File: src/core_regs_pkg.sv
// Purpose: Shared constants and types for the core register set.
// Assumes: 8-bit data path, 16-bit program counter, single core clock.
// Notes: Flag bit positions and reset values live here so every file agrees.
package core_regs_pkg;

  // ----------------------------------------------------------------
  // Flag field positions
  // ----------------------------------------------------------------
  localparam int unsigned FLAG_IE_POS = 0;
  localparam int unsigned FLAG_ZERO_POS = 1;
  localparam int unsigned FLAG_CARRY_POS = 2;
  localparam int unsigned FLAG_SUPER_POS = 3;
  localparam int unsigned FLAG_BANK_POS = 4;

  // Bits that a logical instruction may write: bank, carry, zero and interrupt enable.
  localparam logic [7:0] FLAG_SW_MASK = 8'h17;

  // ----------------------------------------------------------------
  // Reset values
  // ----------------------------------------------------------------
  localparam logic [7:0] FLAGS_RESET = 8'h02;
  localparam logic [7:0] BYTE_RESET = 8'h00;
  localparam logic [15:0] PC_RESET = 16'h0000;

  // Length of a source-immediate instruction in program bytes.
  localparam logic [15:0] SRC_IMM_LEN = 16'h0002;

  // ----------------------------------------------------------------
  // Destination selects and ALU operations
  // ----------------------------------------------------------------
  typedef enum logic [1:0] {
    DST_ACC = 2'b00,
    DST_FLAGS = 2'b01,
    DST_STACK = 2'b10,
    DST_INDEX = 2'b11
  } dest_sel_type;

  typedef enum logic [2:0] {
    OP_MOV = 3'b000,
    OP_ADD = 3'b001,
    OP_ADC = 3'b010,
    OP_SUB = 3'b011,
    OP_AND = 3'b100,
    OP_OR = 3'b101,
    OP_XOR = 3'b110,
    OP_CMP = 3'b111
  } alu_op_type;

  // Source-immediate instruction issued by the decoder.
  typedef struct packed {
    logic valid;
    dest_sel_type dest;
    alu_op_type op;
    logic [7:0] imm;
  } src_imm_cmd_type;

  // Stack pointer adjustment from push/pop/call/return, swap and add.
  typedef struct packed {
    logic inc;
    logic dec;
    logic inc2;
    logic dec2;
    logic load;
    logic [7:0] value;
  } stack_cmd_type;

  // Program counter sequencing.
  typedef struct packed {
    logic advance;
    logic load;
    logic [15:0] target;
  } pc_cmd_type;

  // Core-owned updates to flags (supervisory state, interrupt entry/return).
  typedef struct packed {
    logic super_set;
    logic super_clr;
    logic restore;
    logic [7:0] value;
  } core_flag_cmd_type;

  typedef struct packed {
    logic [7:0] flags;
    logic [7:0] acc;
    logic [7:0] index;
    logic [7:0] stack;
    logic [15:0] pc;
  } reg_view_type;

endpackage : core_regs_pkg

File: src/imm_alu.sv
// Purpose: Combinational ALU for source-immediate instructions.
// Assumes: Operands are 8-bit; carry input comes from the flags register.
// Notes: Logical operations leave carry clear; compare produces flags only.
`timescale 1ns/1ns
module imm_alu (
  input wire core_regs_pkg::alu_op_type op_in, // Operation select.
  input wire logic [7:0] dst_in, // Current value of the destination.
  input wire logic [7:0] imm_in, // Immediate operand byte.
  input wire logic carry_in, // Carry flag for add with carry.
  output logic [7:0] result_out, // Operation result.
  output logic carry_out, // Carry or borrow.
  output logic zero_out, // Result is zero.
  output logic writes_out // Result is stored in the destination.
);

  logic [8:0] sum;

  always_comb begin
    sum = 9'h000;
    writes_out = 1'b1;
    unique case (op_in)
      core_regs_pkg::OP_MOV: sum = {1'b0, imm_in};
      core_regs_pkg::OP_ADD: sum = {1'b0, dst_in} + {1'b0, imm_in};
      core_regs_pkg::OP_ADC: sum = {1'b0, dst_in} + {1'b0, imm_in} + {8'h00, carry_in};
      core_regs_pkg::OP_SUB: sum = {1'b0, dst_in} - {1'b0, imm_in};
      core_regs_pkg::OP_AND: sum = {1'b0, dst_in & imm_in};
      core_regs_pkg::OP_OR: sum = {1'b0, dst_in | imm_in};
      core_regs_pkg::OP_XOR: sum = {1'b0, dst_in ^ imm_in};
      core_regs_pkg::OP_CMP: begin
        sum = {1'b0, dst_in} - {1'b0, imm_in};
        writes_out = 1'b0;
      end
    endcase
  end

  assign result_out = sum[7:0];
  assign carry_out = sum[8];
  assign zero_out = (sum[7:0] == 8'h00);

endmodule : imm_alu

File: src/cpu_core_register_set.sv
// Purpose: Architectural register set of an 8-bit core: flags, A, X, SP and PC.
// Assumes: The decoder issues at most one source-immediate command per cycle.
// Notes: Registers are internal to the core and are not in the register space.
`timescale 1ns/1ns
module cpu_core_register_set (
  input wire logic clk_in, // Core clock, 250 MHz.
  input wire logic rst_b_in, // Synchronous reset, active low.
  input wire core_regs_pkg::src_imm_cmd_type imm_cmd_in, // Source-immediate command.
  input wire core_regs_pkg::stack_cmd_type stack_cmd_in, // Stack pointer command.
  input wire core_regs_pkg::pc_cmd_type pc_cmd_in, // Program counter command.
  input wire core_regs_pkg::core_flag_cmd_type flag_cmd_in, // Core-owned flag update.
  input wire logic acc_load_in, // Load accumulator from other source modes.
  input wire logic [7:0] acc_data_in, // Result for accumulator loads.
  input wire logic index_load_in, // Load index register from other source modes.
  input wire logic [7:0] index_data_in, // Result for index register loads.
  output core_regs_pkg::reg_view_type regs_out, // Current register contents.
  output logic [7:0] program_counter_high_out, // Program counter bits 15 to 8.
  output logic [7:0] program_counter_low_out, // Program counter bits 7 to 0.
  output logic [15:0] program_counter_full_out, // Program memory address.
  output logic register_bank_select_out, // Register space bank select.
  output logic interrupt_master_enable_out, // Global interrupt enable.
  output logic [7:0] index_out // Index for indexed addressing.
);

  logic [7:0] flags_ff;
  logic [7:0] acc_ff;
  logic [7:0] index_ff;
  logic [7:0] stack_ff;
  logic [7:0] pc_high_ff;
  logic [7:0] pc_low_ff;
  logic [7:0] alu_dst;
  logic [7:0] alu_result;
  logic alu_carry;
  logic alu_zero;
  logic alu_writes;
  logic imm_is_logical;
  logic [15:0] pc_now;
  logic [15:0] nxt_pc;
  logic [7:0] nxt_flags;
  logic [7:0] nxt_stack;

  // ----------------------------------------------------------------
  // Immediate operand path
  // ----------------------------------------------------------------
  always_comb begin
    unique case (imm_cmd_in.dest)
      core_regs_pkg::DST_ACC: alu_dst = acc_ff;
      core_regs_pkg::DST_FLAGS: alu_dst = flags_ff;
      core_regs_pkg::DST_STACK: alu_dst = stack_ff;
      core_regs_pkg::DST_INDEX: alu_dst = index_ff;
    endcase
  end

  // The immediate byte is the second source; the destination is the first.
  imm_alu alu_inst (
    .op_in(imm_cmd_in.op),
    .dst_in(alu_dst),
    .imm_in(imm_cmd_in.imm),
    .carry_in(flags_ff[core_regs_pkg::FLAG_CARRY_POS]),
    .result_out(alu_result),
    .carry_out(alu_carry),
    .zero_out(alu_zero),
    .writes_out(alu_writes)
  );

  // Only these three may write the flag byte; every other operation is refused there.
  assign imm_is_logical = (imm_cmd_in.op == core_regs_pkg::OP_AND) ||
                          (imm_cmd_in.op == core_regs_pkg::OP_OR) ||
                          (imm_cmd_in.op == core_regs_pkg::OP_XOR);

  // ----------------------------------------------------------------
  // Flags register
  // ----------------------------------------------------------------
  always_comb begin
    nxt_flags = flags_ff;
    if (imm_cmd_in.valid && (imm_cmd_in.dest == core_regs_pkg::DST_FLAGS)) begin
      // Only logical operations may write the flags directly.
      if (imm_is_logical) begin
        nxt_flags = (flags_ff & ~core_regs_pkg::FLAG_SW_MASK) |
                    (alu_result & core_regs_pkg::FLAG_SW_MASK);
      end
    end else if (imm_cmd_in.valid) begin
      // Arithmetic and logic results update carry and zero as side effects.
      nxt_flags[core_regs_pkg::FLAG_ZERO_POS] = alu_zero;
      nxt_flags[core_regs_pkg::FLAG_CARRY_POS] = alu_carry;
    end
    // A restore puts back a saved byte whole, so it overrides any software write
    // in the same cycle; the supervisory and reserved rules below still apply.
    if (flag_cmd_in.restore) begin
      nxt_flags = flag_cmd_in.value;
    end
    // Supervisory state is driven by the core alone.
    if (flag_cmd_in.super_set) begin
      nxt_flags[core_regs_pkg::FLAG_SUPER_POS] = 1'b1;
    end else if (flag_cmd_in.super_clr) begin
      nxt_flags[core_regs_pkg::FLAG_SUPER_POS] = 1'b0;
    end
    // Reserved bits always read as zero.
    nxt_flags[7:5] = 3'b000;
  end

  always_ff @(posedge clk_in) begin
    if (!rst_b_in) begin
      flags_ff <= core_regs_pkg::FLAGS_RESET;
    end else begin
      flags_ff <= nxt_flags;
    end
  end

  // ----------------------------------------------------------------
  // Accumulator and index register
  // ----------------------------------------------------------------
  always_ff @(posedge clk_in) begin
    if (!rst_b_in) begin
      acc_ff <= core_regs_pkg::BYTE_RESET;
    end else if (imm_cmd_in.valid && alu_writes &&
                 (imm_cmd_in.dest == core_regs_pkg::DST_ACC)) begin
      // A compare never lands here, so it updates carry and zero only.
      acc_ff <= alu_result;
    end else if (acc_load_in) begin
      acc_ff <= acc_data_in;
    end
  end

  always_ff @(posedge clk_in) begin
    if (!rst_b_in) begin
      index_ff <= core_regs_pkg::BYTE_RESET;
    end else if (imm_cmd_in.valid && alu_writes &&
                 (imm_cmd_in.dest == core_regs_pkg::DST_INDEX)) begin
      index_ff <= alu_result;
    end else if (index_load_in) begin
      index_ff <= index_data_in;
    end
  end

  // ----------------------------------------------------------------
  // Stack pointer
  // ----------------------------------------------------------------
  always_comb begin
    nxt_stack = stack_ff;
    // An immediate write beats the stack commands; the decoder never issues both
    // for one instruction, so the order only settles a faulty decode.
    if (imm_cmd_in.valid && alu_writes &&
        (imm_cmd_in.dest == core_regs_pkg::DST_STACK)) begin
      nxt_stack = alu_result;
    end else if (stack_cmd_in.load) begin
      nxt_stack = stack_cmd_in.value;
    end else if (stack_cmd_in.inc2) begin
      nxt_stack = stack_ff + 8'h02;
    end else if (stack_cmd_in.dec2) begin
      nxt_stack = stack_ff - 8'h02;
    end else if (stack_cmd_in.inc) begin
      nxt_stack = stack_ff + 8'h01;
    end else if (stack_cmd_in.dec) begin
      nxt_stack = stack_ff - 8'h01;
    end
  end

  always_ff @(posedge clk_in) begin
    if (!rst_b_in) begin
      stack_ff <= core_regs_pkg::BYTE_RESET;
    end else begin
      stack_ff <= nxt_stack;
    end
  end

  // ----------------------------------------------------------------
  // Program counter
  // ----------------------------------------------------------------
  assign pc_now = {pc_high_ff, pc_low_ff};

  always_comb begin
    nxt_pc = pc_now;
    // A jump beats the step so a taken branch never lands two bytes late.
    if (pc_cmd_in.load) begin
      nxt_pc = pc_cmd_in.target;
    end else if (imm_cmd_in.valid) begin
      // A source-immediate instruction spans opcode plus one operand.
      nxt_pc = pc_now + core_regs_pkg::SRC_IMM_LEN;
    end else if (pc_cmd_in.advance) begin
      nxt_pc = pc_now + 16'h0001;
    end
  end

  always_ff @(posedge clk_in) begin
    if (!rst_b_in) begin
      pc_high_ff <= core_regs_pkg::PC_RESET[15:8];
      pc_low_ff <= core_regs_pkg::PC_RESET[7:0];
    end else begin
      pc_high_ff <= nxt_pc[15:8];
      pc_low_ff <= nxt_pc[7:0];
    end
  end

  // ----------------------------------------------------------------
  // Outputs
  // ----------------------------------------------------------------
  assign program_counter_high_out = pc_high_ff;
  assign program_counter_low_out = pc_low_ff;
  assign program_counter_full_out = pc_now;
  // Bank 0 is selected while the bit is clear and bank 1 while it is set.
  assign register_bank_select_out = flags_ff[core_regs_pkg::FLAG_BANK_POS];
  assign interrupt_master_enable_out = flags_ff[core_regs_pkg::FLAG_IE_POS];
  assign index_out = index_ff;
  assign regs_out = '{flags: flags_ff, acc: acc_ff, index: index_ff, stack: stack_ff,
                      pc: pc_now};

endmodule : cpu_core_register_set

File: config.mk
export PLATFORM = sky130hd
export DESIGN_NAME = cpu_core_register_set
export DESIGN_NICKNAME = d
export VERILOG_FILES = /design/src/core_regs_pkg.sv /design/src/imm_alu.sv /design/src/cpu_core_register_set.sv
export SDC_FILE = /design/constraint.sdc
export NUM_CORES = 1
export LEC_CHECK = 0
export ABC_CLOCK_PERIOD_IN_PS = 5000
export BUFFER_PORTS_ARGS = -buffer_cell sky130_fd_sc_hd__buf_4
export CAP_MARGIN = 5
export CORE_MARGIN = 2
export CORE_UTILIZATION = 25
export DETAILED_ROUTE_END_ITERATION = 10
export SLEW_MARGIN = 30
export SYNTH_ARGS = -nofsm -noshare
export SYNTH_HDL_FRONTEND = slang
export SYNTH_SLANG_ARGS = --single-unit
File: constraint.sdc
create_clock -name clk_in -period 5 [get_ports clk_in]
set_input_delay 0.5 -clock clk_in [delete_from_list [all_inputs] [get_ports clk_in]]
set_output_delay 0.5 -clock clk_in [all_outputs]
set_load 0.05 [all_outputs]
== Yosys cells after proc, flatten, opt, wreduce, memory -nomap -nowiden ==
Cells that the tools add are included.
Word-level totals
  logic and storage cells: 79
  input bits: 76
  register bits: 45
Cells by class
  reduce and logical (&&, ||, !) cells: 23
  equal/unequal tests: 11
  add/subtract/negate cells: 9
  bitwise gates (word level): 4
  mux-type cells: 24
Operator list (number)
  two-way mux 8 bit: 10
  one-hot mux 9 bit (7 select lines): 1
  two-way mux 16 bit: 3
  one-hot mux 8 bit (4 select lines): 1
  adder 16 x 1 -> 16 bit (second input constant): 1
  adder 16 x 2 -> 16 bit (second input constant): 1
  equality test 3 bit (second input constant): 4
  two-way mux 5 bit: 2
  adder 8 x 8 -> 9 bit: 1
  adder 9 x 1 -> 9 bit: 1
  subtractor 8 x 8 -> 9 bit: 1
  adder 8 x 1 -> 8 bit (second input constant): 1
  adder 8 x 2 -> 8 bit (second input constant): 1
  AND 8 bit: 1
  logical NOT 8 bit: 1
  OR 8 bit: 1
  nonzero test 2 bit: 4
  nonzero test 4 bit: 2
  subtractor 8 x 1 -> 8 bit (second input constant): 1
  subtractor 8 x 2 -> 8 bit (second input constant): 1
  XOR 8 bit: 1
  equality test 3 x 2 -> 1 bit (second input constant): 2
  two-way mux 2 bit: 3
  AND reduction 2 bit: 3
  13 further kinds: 23

== Longest topological paths before layout ==
Gate-level depths: netlist of the first run.
  word-level depth: 11
  mapped depth: 14

== Hierarchy ==
A second synthesis of the first run with hierarchy kept.
Second synthesis, totals
  cells, all modules: 653
  area, all modules: 5152.4 um^2
By module, submodules not included
  cpu_core_register_set: instances 1, area an instance 3614.7 um^2, cells each 430, sequential area each 900.9 um^2
  imm_alu: instances 1, area an instance 1537.7 um^2, cells each 223, sequential area each 0.0 um^2

== Worst setup path after synthesis of the first run ==
Ideal clock, no wire load.
  kind: in2reg
  start point: input port imm_cmd_in[12] (netlist bit)
  end point: register flags_ff[2]
  data arrival time: 3505 ps
  library setup time: 135 ps
  stages on the path: 12
  data required time: 4865 ps
  setup slack: 1360 ps
  buffers on the path: 2
  cells stage by stage: buf_1 -> mux4_2 -> ha_1 -> buf_6 -> nor2b_2 -> a2111oi_4 -> o21ai_1 -> a2111oi_4 -> nand2_1 -> or3_1 -> nand3_1 -> a31oi_1
Between the ends
  cells in the longest elaborated chain, start to end: 9
  elaborated cells on any way between the ends: 21
RTL lines
  start, declared: RTL line cpu_core_register_set.sv:8  | input wire core_regs_pkg::src_imm_cmd_type imm_cmd_in,
  equality test 2 bit, or another cell as far along: RTL line cpu_core_register_set.sv:46  | unique case (imm_cmd_in.dest)
  one-hot mux 8 bit (4 select lines): RTL line cpu_core_register_set.sv:46
  adder 8 x 8 -> 9 bit: RTL line imm_alu.sv:23, imm_alu.sv:24
  adder 9 x 1 -> 9 bit: RTL line imm_alu.sv:24  | core_regs_pkg::OP_ADC: sum = {1'b0, dst_in} + {1'b0, imm_in} + {8'h00, carry_in};
  one-hot mux 9 bit (7 select lines): RTL line imm_alu.sv:21  | unique case (op_in)
  OR 4 x 5 -> 5 bit: RTL line cpu_core_register_set.sv:79  | nxt_flags = (flags_ff & ~core_regs_pkg::FLAG_SW_MASK) |
  two-way mux 5 bit: RTL line cpu_core_register_set.sv:78  | if (imm_is_logical) begin
  two-way mux 2 bit: RTL line cpu_core_register_set.sv:76  | if (imm_cmd_in.valid && (imm_cmd_in.dest == core_regs_pkg::DST_FLAGS)) begin
  two-way mux 5 bit: RTL line cpu_core_register_set.sv:89  | if (flag_cmd_in.restore) begin
  end signal, assigned: RTL line cpu_core_register_set.sv:104  | flags_ff <= core_regs_pkg::FLAGS_RESET;
  end signal, assigned: RTL line cpu_core_register_set.sv:106  | flags_ff <= nxt_flags;
  end, declared: RTL line cpu_core_register_set.sv:25  | logic [7:0] flags_ff;
Parallel ways exist; a longest one is shown, timed or not. The select of a mux whose other input is x is not followed.
A chain may end at the register's enable or synchronous reset.

== Worst setup path in the final report of the first run ==
  start point: register stack_ff[1]
  end point: register flags_ff[1]
Between the ends
  cells in the longest elaborated chain, start to end: 8
  elaborated cells on any way between the ends: 14
RTL lines
  start, declared: RTL line cpu_core_register_set.sv:28  | logic [7:0] stack_ff;
  start signal, assigned: RTL line cpu_core_register_set.sv:161  | stack_ff <= core_regs_pkg::BYTE_RESET;
  start signal, assigned: RTL line cpu_core_register_set.sv:163  | stack_ff <= nxt_stack;
  one-hot mux 8 bit (4 select lines) (*): RTL line cpu_core_register_set.sv:46
  adder 8 x 8 -> 9 bit: RTL line imm_alu.sv:23, imm_alu.sv:24
  adder 9 x 1 -> 9 bit: RTL line imm_alu.sv:24
  one-hot mux 9 bit (7 select lines) (*): RTL line imm_alu.sv:21
  logical NOT 8 bit / OR 4 x 5 -> 5 bit (equally long branches): RTL line imm_alu.sv:38, cpu_core_register_set.sv:79
  two-way mux 2 bit / two-way mux 5 bit (equally long branches): RTL line cpu_core_register_set.sv:82, cpu_core_register_set.sv:78
  two-way mux 2 bit (*): RTL line cpu_core_register_set.sv:76
  two-way mux 5 bit (*): RTL line cpu_core_register_set.sv:89
Mark *: on every way between the ends. The rest lies on a longest branch, timed or not. The select of a mux whose other input is x is not followed.

==> metrics.cfg, run 1 <==
[clock_network]
cts_resized=0
cts_buffers=5
cts_hold_buf=0
cts_setup_buffers=0
cts.sinks=45
cts_tree=yes
clkTransAtPathRegs_ps=70
cts_root_buf=clkbuf_16
clockBufferDepth=2
htree_levels=2
clk_latency_ps=290

[sta]
maxSlewViolCount=0
worstMarginPinSlew_ps=863
relSlewSlack_pct=42.4
rsz0062_at_grt=false
clock.fmax_mhz=260
setup_viol=0
finalHoldViolCount=0
hold_ws_ps=416
min_period_ps=3840
clock_skew_ps=6.71
fin_crit_sh_pct=76.8
tns_ps=0

[layout]
mostFrequentLayoutCells=160 x buf_4, 72 x nor2_1, 49 x nand2_1
seq_area_um2=901
multi_input_area_mm2=0.00345
drive_gt1_share_pct=25.6
fillCellCount=2113
n_antenna_cell=0
nNetsFinal=864
syn_to_final_growth_pct=25.0
mostFrequentLayoutCell=buf_4

[floorplanning]
core-area_mm2=0.0195
pin_count=166
die_h_um=145
start_util_pct=25.6
die_width_um=145
row_count=51
die_area_mm2=0.0210

[logic_synthesis]
ys_warn_count=0
avgSynthCellArea_um2=7.52
synth_edf_count=0
netlist_area_mm2=0.00497
synthFlopType=dfxtp_1
syn_inst=661
yosysUniqueCellTypes=72
synth-seq-area-share_pct=18.1
synth-seq-cells=45
synthArstFlopShare_pct=0

[critical_path]
end_kind=flop
worst_r2r_endpoint=flags_ff[1]$_SDFFE_PN1P_
required_ps=5180
ff2ff_setup_slack_ps=1160
rr_startpoint=stack_ff[1]$_SDFFE_PN0P_
cp_max_fo=12
worstPathCellList=mux4_2 > inv_1 > fa_1 > o21bai_1 > a21oi_1 > xnor2_1 > nor3_1 > o32ai_1 > nor4_1 > a31o_1
crit_slowest_cell=o32ai_1
rr_worst_depth=10
critPathArrivalTime_ps=4020
startpoint_type=flop
crit_type=flop to flop
critPathMaxStageDelay_ps=690

[hold_path]
worstHoldPathCells=3
holdCritPathClass=primary input to flop
min_to=flags_ff[3]$_SDFFE_PN0P_
hp-start=flag_cmd_in[10]

[flow_run]
max_cap_violations=0

[global_route]
antenna_found_initial=1
grt_use_met1_pct=20.3
grt_pass1_wl_um=26800
grt-busiest-layer=met2
grt_pass1_vias=4818
grt_use_met3_pct=4.31
grt_max_degree=26
grt_usage_pct=15.6
overflow=0
use_met2_pct=25.4

[route]
post_drt_wl_per_cell_um=16.6
drtIter0Drc=285
wl_um=16800
via_count=5128
drc=0
ant_nets=0
vias_per_cell=5.05
dr.pass1.iters=5

[power_and_ir_drop]
power_frac_seq_pct=26.8
peakVddDrop_v=0.000122
power_switching_mw=0.687
clock_power_share_pct=26.3
power_density_mw_per_mm2=263
p_comb_share_pct=46.9
p_leak_nw=2.66
p_int_mw=0.950
netSwitchingFraction_pct=42.0

[place]
gp_congestion=0.880
io_buffer_count=159
dp.final_hpwl_um=13400

[status]
status=finished clean

==> flip-flops by register name, indices dropped and copies added, names as in the netlist <==
name,flops
acc_ff,8
index_out,8
program_counter_high_out,8
program_counter_low_out,8
stack_ff,8
flags_ff,5
==> how the worst max path moves through the flow <==
stage / startpoint / cells after the start / endpoint / slack [ps]
floorplan: imm_cmd_in[12] / 12 / flags_ff[2]$_SDFFE_PN0P_ / 1360
global placement: imm_cmd_in[11] / 12 / flags_ff[1]$_SDFFE_PN1P_ / 1030
detailed placement: imm_cmd_in[12] / 11 / stack_ff[5]$_SDFFE_PN0P_ / 1010
CTS: stack_ff[1]$_SDFFE_PN0P_ / 10 / flags_ff[1]$_SDFFE_PN1P_ / 1180
global route: stack_ff[1]$_SDFFE_PN0P_ / 10 / flags_ff[1]$_SDFFE_PN1P_ / 810
finish: stack_ff[1]$_SDFFE_PN0P_ / 10 / flags_ff[1]$_SDFFE_PN1P_ / 1160
==> power groups by stage <==
stage	clock, mW	combinational, mW	sequential, mW
floorplan	0	0.491	0.520
global placement	0	0.760	0.447
detailed placement	0	0.765	0.447
CTS	0.441	0.768	0.439
global route	0.452	0.828	0.445
finish	0.431	0.767	0.439
==> area by class of cell <==
class                   count  area share [%]
repair buffers            160            19.3
flip-flops and latches     45            14.5
well taps                 265            5.33
multi-input cells         499            55.5
inverters                  38            2.29
clock buffers               5            2.01
clock inverters             3            1.05
==> metrics by stage <==
step | utilization, % | instances | total power [mW] | area (um2) | setup slack [ps]
after global placement | 30.9 | 1007 | 1.21 | 6020 | 1030
after CTS | 31.9 | 1015 | 1.65 | 6210 | 1180
after floorplan | - | 663 | 1.01 | 4980 | 1360
final | 31.9 | 1015 | 1.64 | 6220 | 1160
after detailed placement | 30.9 | 1007 | 1.21 | 6020 | 1010
after global routing | 31.9 | 1015 | 1.73 | 6220 | 807
==> critical path, delay by kind of cell, from the launching register on <==
kind,cells,cell delay (ps)
muxes,1,400
adders and majority gates,1,480
DFF,1,600
xor gates and xnor gates,1,520
buffers and inverters,1,110
AOI/OAI and AO/OA,4,1350
and+or+nand+nor,2,260
==> logic make-up after synthesis <==
kind of cell             after synthesis  synth area share, %
AO/OA/AOI/OAI                        195                 26.8
XOR/XNOR                              26                 4.58
adder cells (fa/ha/maj)               39                 10.3
buffers and inverters                119                 12.8
flip-flops                            45                 18.1
multiplexers                          31                 7.92
other                                  1               0.0754
AND/OR/NAND/NOR                      205                 19.4
==> metal layers <==
| metal | vias up | wire length [um] |
|---|---|---|
| met1 | 2395 | 7420 |
| li1 | 2504 | - |
| met4 | 2 | 303 |
| met3 | 18 | 1440 |
| met2 | 209 | 7640 |
| met5 | - | 13 |
==> cell usage after synthesis (3+ instances only) <==
cell type | n | area share (%)
a211oi_1 | 26 | 3.9
a21o_1 | 3 | 0.45
a21oi_1 | 46 | 4.6
a221o_1 | 4 | 0.81
a221oi_1 | 4 | 0.70
a22o_1 | 5 | 0.88
a311oi_1 | 5 | 0.88
buf_1 | 4 | 0.30
buf_2 | 4 | 0.40
buf_4 | 47 | 7.1
clkbuf_1 | 25 | 1.9
dfxtp_1 | 45 | 18
fa_1 | 3 | 1.2
ha_1 | 36 | 9.1
inv_1 | 37 | 2.8
mux2_2 | 6 | 1.4
mux2i_1 | 18 | 3.6
mux4_2 | 6 | 2.7
nand2_1 | 49 | 3.7
nand2b_1 | 15 | 1.9
nand3_1 | 16 | 1.6
nand4_1 | 5 | 0.63
nor2_1 | 72 | 5.4
nor2b_1 | 9 | 1.1
nor3_1 | 11 | 1.1
nor3b_1 | 4 | 0.60
o211ai_1 | 6 | 0.91
o21ai_0 | 47 | 4.7
o21ai_1 | 3 | 0.30
o22ai_1 | 8 | 1.0
o31ai_1 | 3 | 0.45
or2_1 | 3 | 0.38
or3_1 | 9 | 1.1
xnor2_1 | 18 | 3.2
xor2_1 | 8 | 1.4
No activity file was read; power rests on OpenSTA's default activity.
==> run 2: changes to the inputs <==
--- a/config.mk
+++ b/config.mk
@@ -5,7 +5,7 @@
 export SDC_FILE = /design/constraint.sdc
 export NUM_CORES = 1
 export LEC_CHECK = 0
-export ABC_CLOCK_PERIOD_IN_PS = 5000
+export ABC_CLOCK_PERIOD_IN_PS = 3900
 export BUFFER_PORTS_ARGS = -buffer_cell sky130_fd_sc_hd__buf_4
 export CAP_MARGIN = 5
 export CORE_MARGIN = 2
==> constraint.sdc (replaced) <==
create_clock -name clk_in -period 3.9 [get_ports clk_in]
set_input_delay 0.39 -clock clk_in [delete_from_list [all_inputs] [get_ports clk_in]]
set_output_delay 0.39 -clock clk_in [all_outputs]
set_load 0.05 [all_outputs]
==> metrics.cfg, run 2 (synthesis results as in run 1) <==
[clock_network]
clkTransAtPathRegs_ps=70
clk_latency_ps=300
cts_root_buf=clkbuf_16
clockBufferDepth=2
cts_buffers=5
cts_hold_buf=0
htree_levels=2
cts_tree=yes
cts_resized=0
cts_setup_buffers=0
cts.sinks=45

[critical_path]
crit_type=flop to flop
cp_max_fo=5
end_kind=flop
critPathArrivalTime_ps=3870
ff2ff_setup_slack_ps=240
required_ps=4110
startpoint_type=flop

[place]
io_buffer_count=159
gp_congestion=0.896
post-place-ws_ps=-5.49
dp_cells=1021
dp.final_hpwl_um=13600
dpl_cell_area_mm2=0.00613

[power_and_ir_drop]
total_power_mw=2.14
peakVddDrop_v=0.000168
p_leak_nw=2.73
power_density_mw_per_mm2=338

[sta]
rsz0062_at_grt=false
setup_viol=0
clock.fmax_mhz=273
layout_setup_ws_ps=241
worstMarginPinSlew_ps=816
tns_ps=0
finalHoldViolCount=0
fin_crit_sh_pct=93.8
clock_skew_ps=4.26
min_period_ps=3660
relSlewSlack_pct=45.5
maxSlewViolCount=0

[global_route]
grt_usage_pct=15.6
grt_max_degree=26
grt_pass1_vias=4859
overflow=0
grt_pass1_wl_um=26600
antenna_found_initial=1

[status]
status=finished clean

[floorplanning]
die_width_um=145
start_util_pct=25.6
die_h_um=145
pin_count=166
row_count=51
die_area_mm2=0.0210
core-area_mm2=0.0195

[layout]
final_cells=1029
nNetsFinal=878
drive_gt1_share_pct=27.0
fillCellCount=2147
final_area_mm2=0.00632
n_antenna_cell=0
multi_input_area_mm2=0.00345
mostFrequentLayoutCell=buf_4
seq_area_um2=901
mostFrequentLayoutCells=174 x buf_4, 72 x nor2_1, 49 x nand2_1
syn_to_final_growth_pct=27.1

[route]
via_count=5180
dr.max_layer_used=met5
wl_um=16900
drc=0
wl_met2_um=7450
vias_per_cell=5.03
dr_wl_met3_um=1540
drtIter0Drc=327
post_drt_wl_per_cell_um=16.4
met1_length_um=7470
dr.pass1.iters=5
ant_nets=0

[flow_run]
max_cap_violations=0

[hold_path]
holdCritPathClass=primary input to flop

run 2: routing by layer:
layer	vias to the layer above	global-route usage, %
li1	2533	-
met1	2386	20.2
met2	228	24.6
met3	31	4.75
met4	2	5.54
met5	-	0
run 2: final timing paths:
check,start,endpoint,cells past startpoint
worst min-delay path,flag_cmd_in[10],flags_ff[3]$_SDFFE_PN0P_,3
worst min register to register,program_counter_low_out[2]$_SDFFE_PN0P_,program_counter_low_out[2]$_SDFFE_PN0P_,2
worst max-delay path,flags_ff[0]$_SDFFE_PN0P_,acc_ff[4]$_SDFFE_PN0P_,12
worst max register to register,flags_ff[0]$_SDFFE_PN0P_,acc_ff[4]$_SDFFE_PN0P_,12
run 2: critical path, stage by stage (launching register included):
cell and delay [ps]:
dfxtp_1 400, mux4_2 290, ha_1 230, inv_1 70
fa_1 440, o21bai_1 270, a21oi_1 170, xnor2_1 530
nor3_1 90, o32ai_1 610, buf_4 230, nor2_1 40
a211oi_1 200
run 2: final cells by class:
type	instances	area share [%]
Multi-Input combinational cell	499	54.6
Timing Repair Buffer	174	20.7
Sequential cell	45	14.2
Tap cell	265	5.24
Inverter	38	2.26
Clock buffer	5	1.98
Clock inverter	3	1.03
run 2: per-stage QoR:
stage | hold WS, ps | util (%)
floorplan | 511 | -
global placement | 550 | 31.5
detailed placement | 551 | 31.5
CTS | 315 | 32.5
global route | 314 | 32.5
finish | 316 | 32.5
run 2: where the power goes:
part           total [mW]  switching (mW)  internal, mW
clock               0.563           0.197         0.366
sequential          0.548          0.0510         0.497
combinational        1.03           0.647         0.380
==> run 3: changes to the inputs <==
==> constraint.sdc (replaced) <==
create_clock -name clk_in -period 3.9 [get_ports clk_in]
set_input_delay 0.195 -clock clk_in [delete_from_list [all_inputs] [get_ports clk_in]]
set_output_delay 0.195 -clock clk_in [all_outputs]
set_load 0.05 [all_outputs]
==> metrics.cfg, run 3 (synthesis results as in run 1) <==
[power_and_ir_drop]
p_int_mw=1.11
p_leak_nw=2.68
peakVddDrop_v=0.000180
p_comb_share_pct=50.9
netSwitchingFraction_pct=44.7
total_power_mw=2.01
clock_power_share_pct=21.8
power_frac_seq_pct=27.3
power_density_mw_per_mm2=320
power_switching_mw=0.898

[critical_path]
crit_cells=13
cp_top_family=compound AO/OA/AOI/OAI gates
crit_slowest_cell=dfxtp_1
end_kind=flop
required_ps=4080
cp_num_buf_inv=2
worstPathCellList=mux4_2 > ha_1 > inv_1 > fa_1 > o21bai_1 > a21oi_1 > a221o_1 > a222oi_1 > o32ai_1 > buf_4 > mux2_1 > mux2i_1 > nor2_1
crit_type=flop to flop
cp_max_fo=5
critPathArrivalTime_ps=3670
rr_worst_depth=13
critPathMaxStageDelay_ps=450
startpoint_type=flop

[global_route]
grt_pass1_vias=4945
overflow=0
antenna_found_initial=0
grt_usage_pct=15.9
grt_pass1_wl_um=27200
grt_max_degree=26

[clock_network]
cts_root_buf=clkbuf_16
htree_levels=2
cts_tree=yes
cts.sinks=45
cts_resized=0
clkTransAtPathRegs_ps=70
clk_latency_ps=290
clockBufferDepth=2
cts_buffers=5
cts_hold_buf=0
cts_setup_buffers=0

[sta]
rsz0062_at_grt=false
relSlewSlack_pct=44.3
fin_crit_sh_pct=89.5
setup_viol=0
maxSlewViolCount=0
clock_skew_ps=3.29
finalHoldViolCount=0
tns_ps=0
clock.fmax_mhz=286
min_period_ps=3490
worstMarginPinSlew_ps=834

[layout]
seq_area_um2=901
syn_to_final_growth_pct=26.0
fillCellCount=2150
n_antenna_cell=0
final_area_mm2=0.00626
nNetsFinal=876
drive_gt1_share_pct=26.8
mostFrequentLayoutCells=172 x buf_4, 72 x nor2_1, 49 x nand2_1
finish.utilization_pct=32.2
mostFrequentLayoutCell=buf_4
multi_input_area_mm2=0.00345

[floorplanning]
die_h_um=145
row_count=51
pin_count=166
start_util_pct=25.6
die_width_um=145
die_area_mm2=0.0210
core-area_mm2=0.0195

[place]
gp_congestion=0.857
io_buffer_count=159
dp.final_hpwl_um=13500
dpl_cell_area_mm2=0.00611

[hold_path]
holdCritPathClass=primary input to flop
worstHoldPathCells=3

[flow_run]
max_cap_violations=0

[route]
wl_um=17000
vias_per_cell=5.05
via_count=5183
ant_nets=0
dr.pass1.iters=5
post_drt_wl_per_cell_um=16.6
drc=0
drtIter0Drc=396

[status]
status=finished clean

## run 3: cell count changes in the layout (fill, tap and decap cells not counted)
cell,delta
clkinvlp_4,+3
clkinv_2,-1
buf_4,-2
bufinv_16,-2
## run 3: path summary, 6_finish.rpt
check,start,end,slack (ps)
setup reg to reg,stack_ff[0]$_SDFFE_PN0P_,flags_ff[4]$_SDFFE_PN0P_,410
hold reg to reg,program_counter_low_out[2]$_SDFFE_PN0P_,program_counter_low_out[2]$_SDFFE_PN0P_,570
setup / recovery,stack_ff[0]$_SDFFE_PN0P_,flags_ff[4]$_SDFFE_PN0P_,410
hold / removal,flag_cmd_in[10],flags_ff[3]$_SDFFE_PN0P_,120
## run 3: through the flow
stage	hold slack [ps]	setup slack (ps)	instances
after floorplan	316	505	663
after global placement	421	420	1019
after detailed placement	423	383	1019
after CTS	114	424	1027
after global routing	129	140	1027
final	116	409	1027
## run 3: metal layers
layer  vias to the layer above  track usage [%]  wire length, um
li1                       2530                -                -
met1                      2428             21.0             7650
met2                       209             25.5             7620
met3                        16             4.65             1480
met4                         0             3.71              255
met5                         -                0                0
## run 3: worst reg2reg max path: cells and delay by family (launching register included)
family	cells	cell delay, ps
fa+ha+maj	2	650
simple gates	1	50
buf+inv	2	250
mux	3	710
flops	1	450
compound gates	5	1260
## run 3: layout make-up
type	count	area share (%)
clock buffers	5	2.00
clock inverters	3	0.359
inverters	38	2.28
multi-input cells	499	55.1
flip-flops and latches	45	14.4
well taps	265	5.29
repair buffers	172	20.6
## run 3: power by group through the flow
stage	sequential [mW]	combinational, mW	clock, mW
floorplan	0.667	0.629	0
global placement	0.558	1.01	0
detailed placement	0.559	1.02	0
CTS	0.548	1.02	0.450
global route	0.555	1.11	0.461
finish	0.548	1.02	0.437
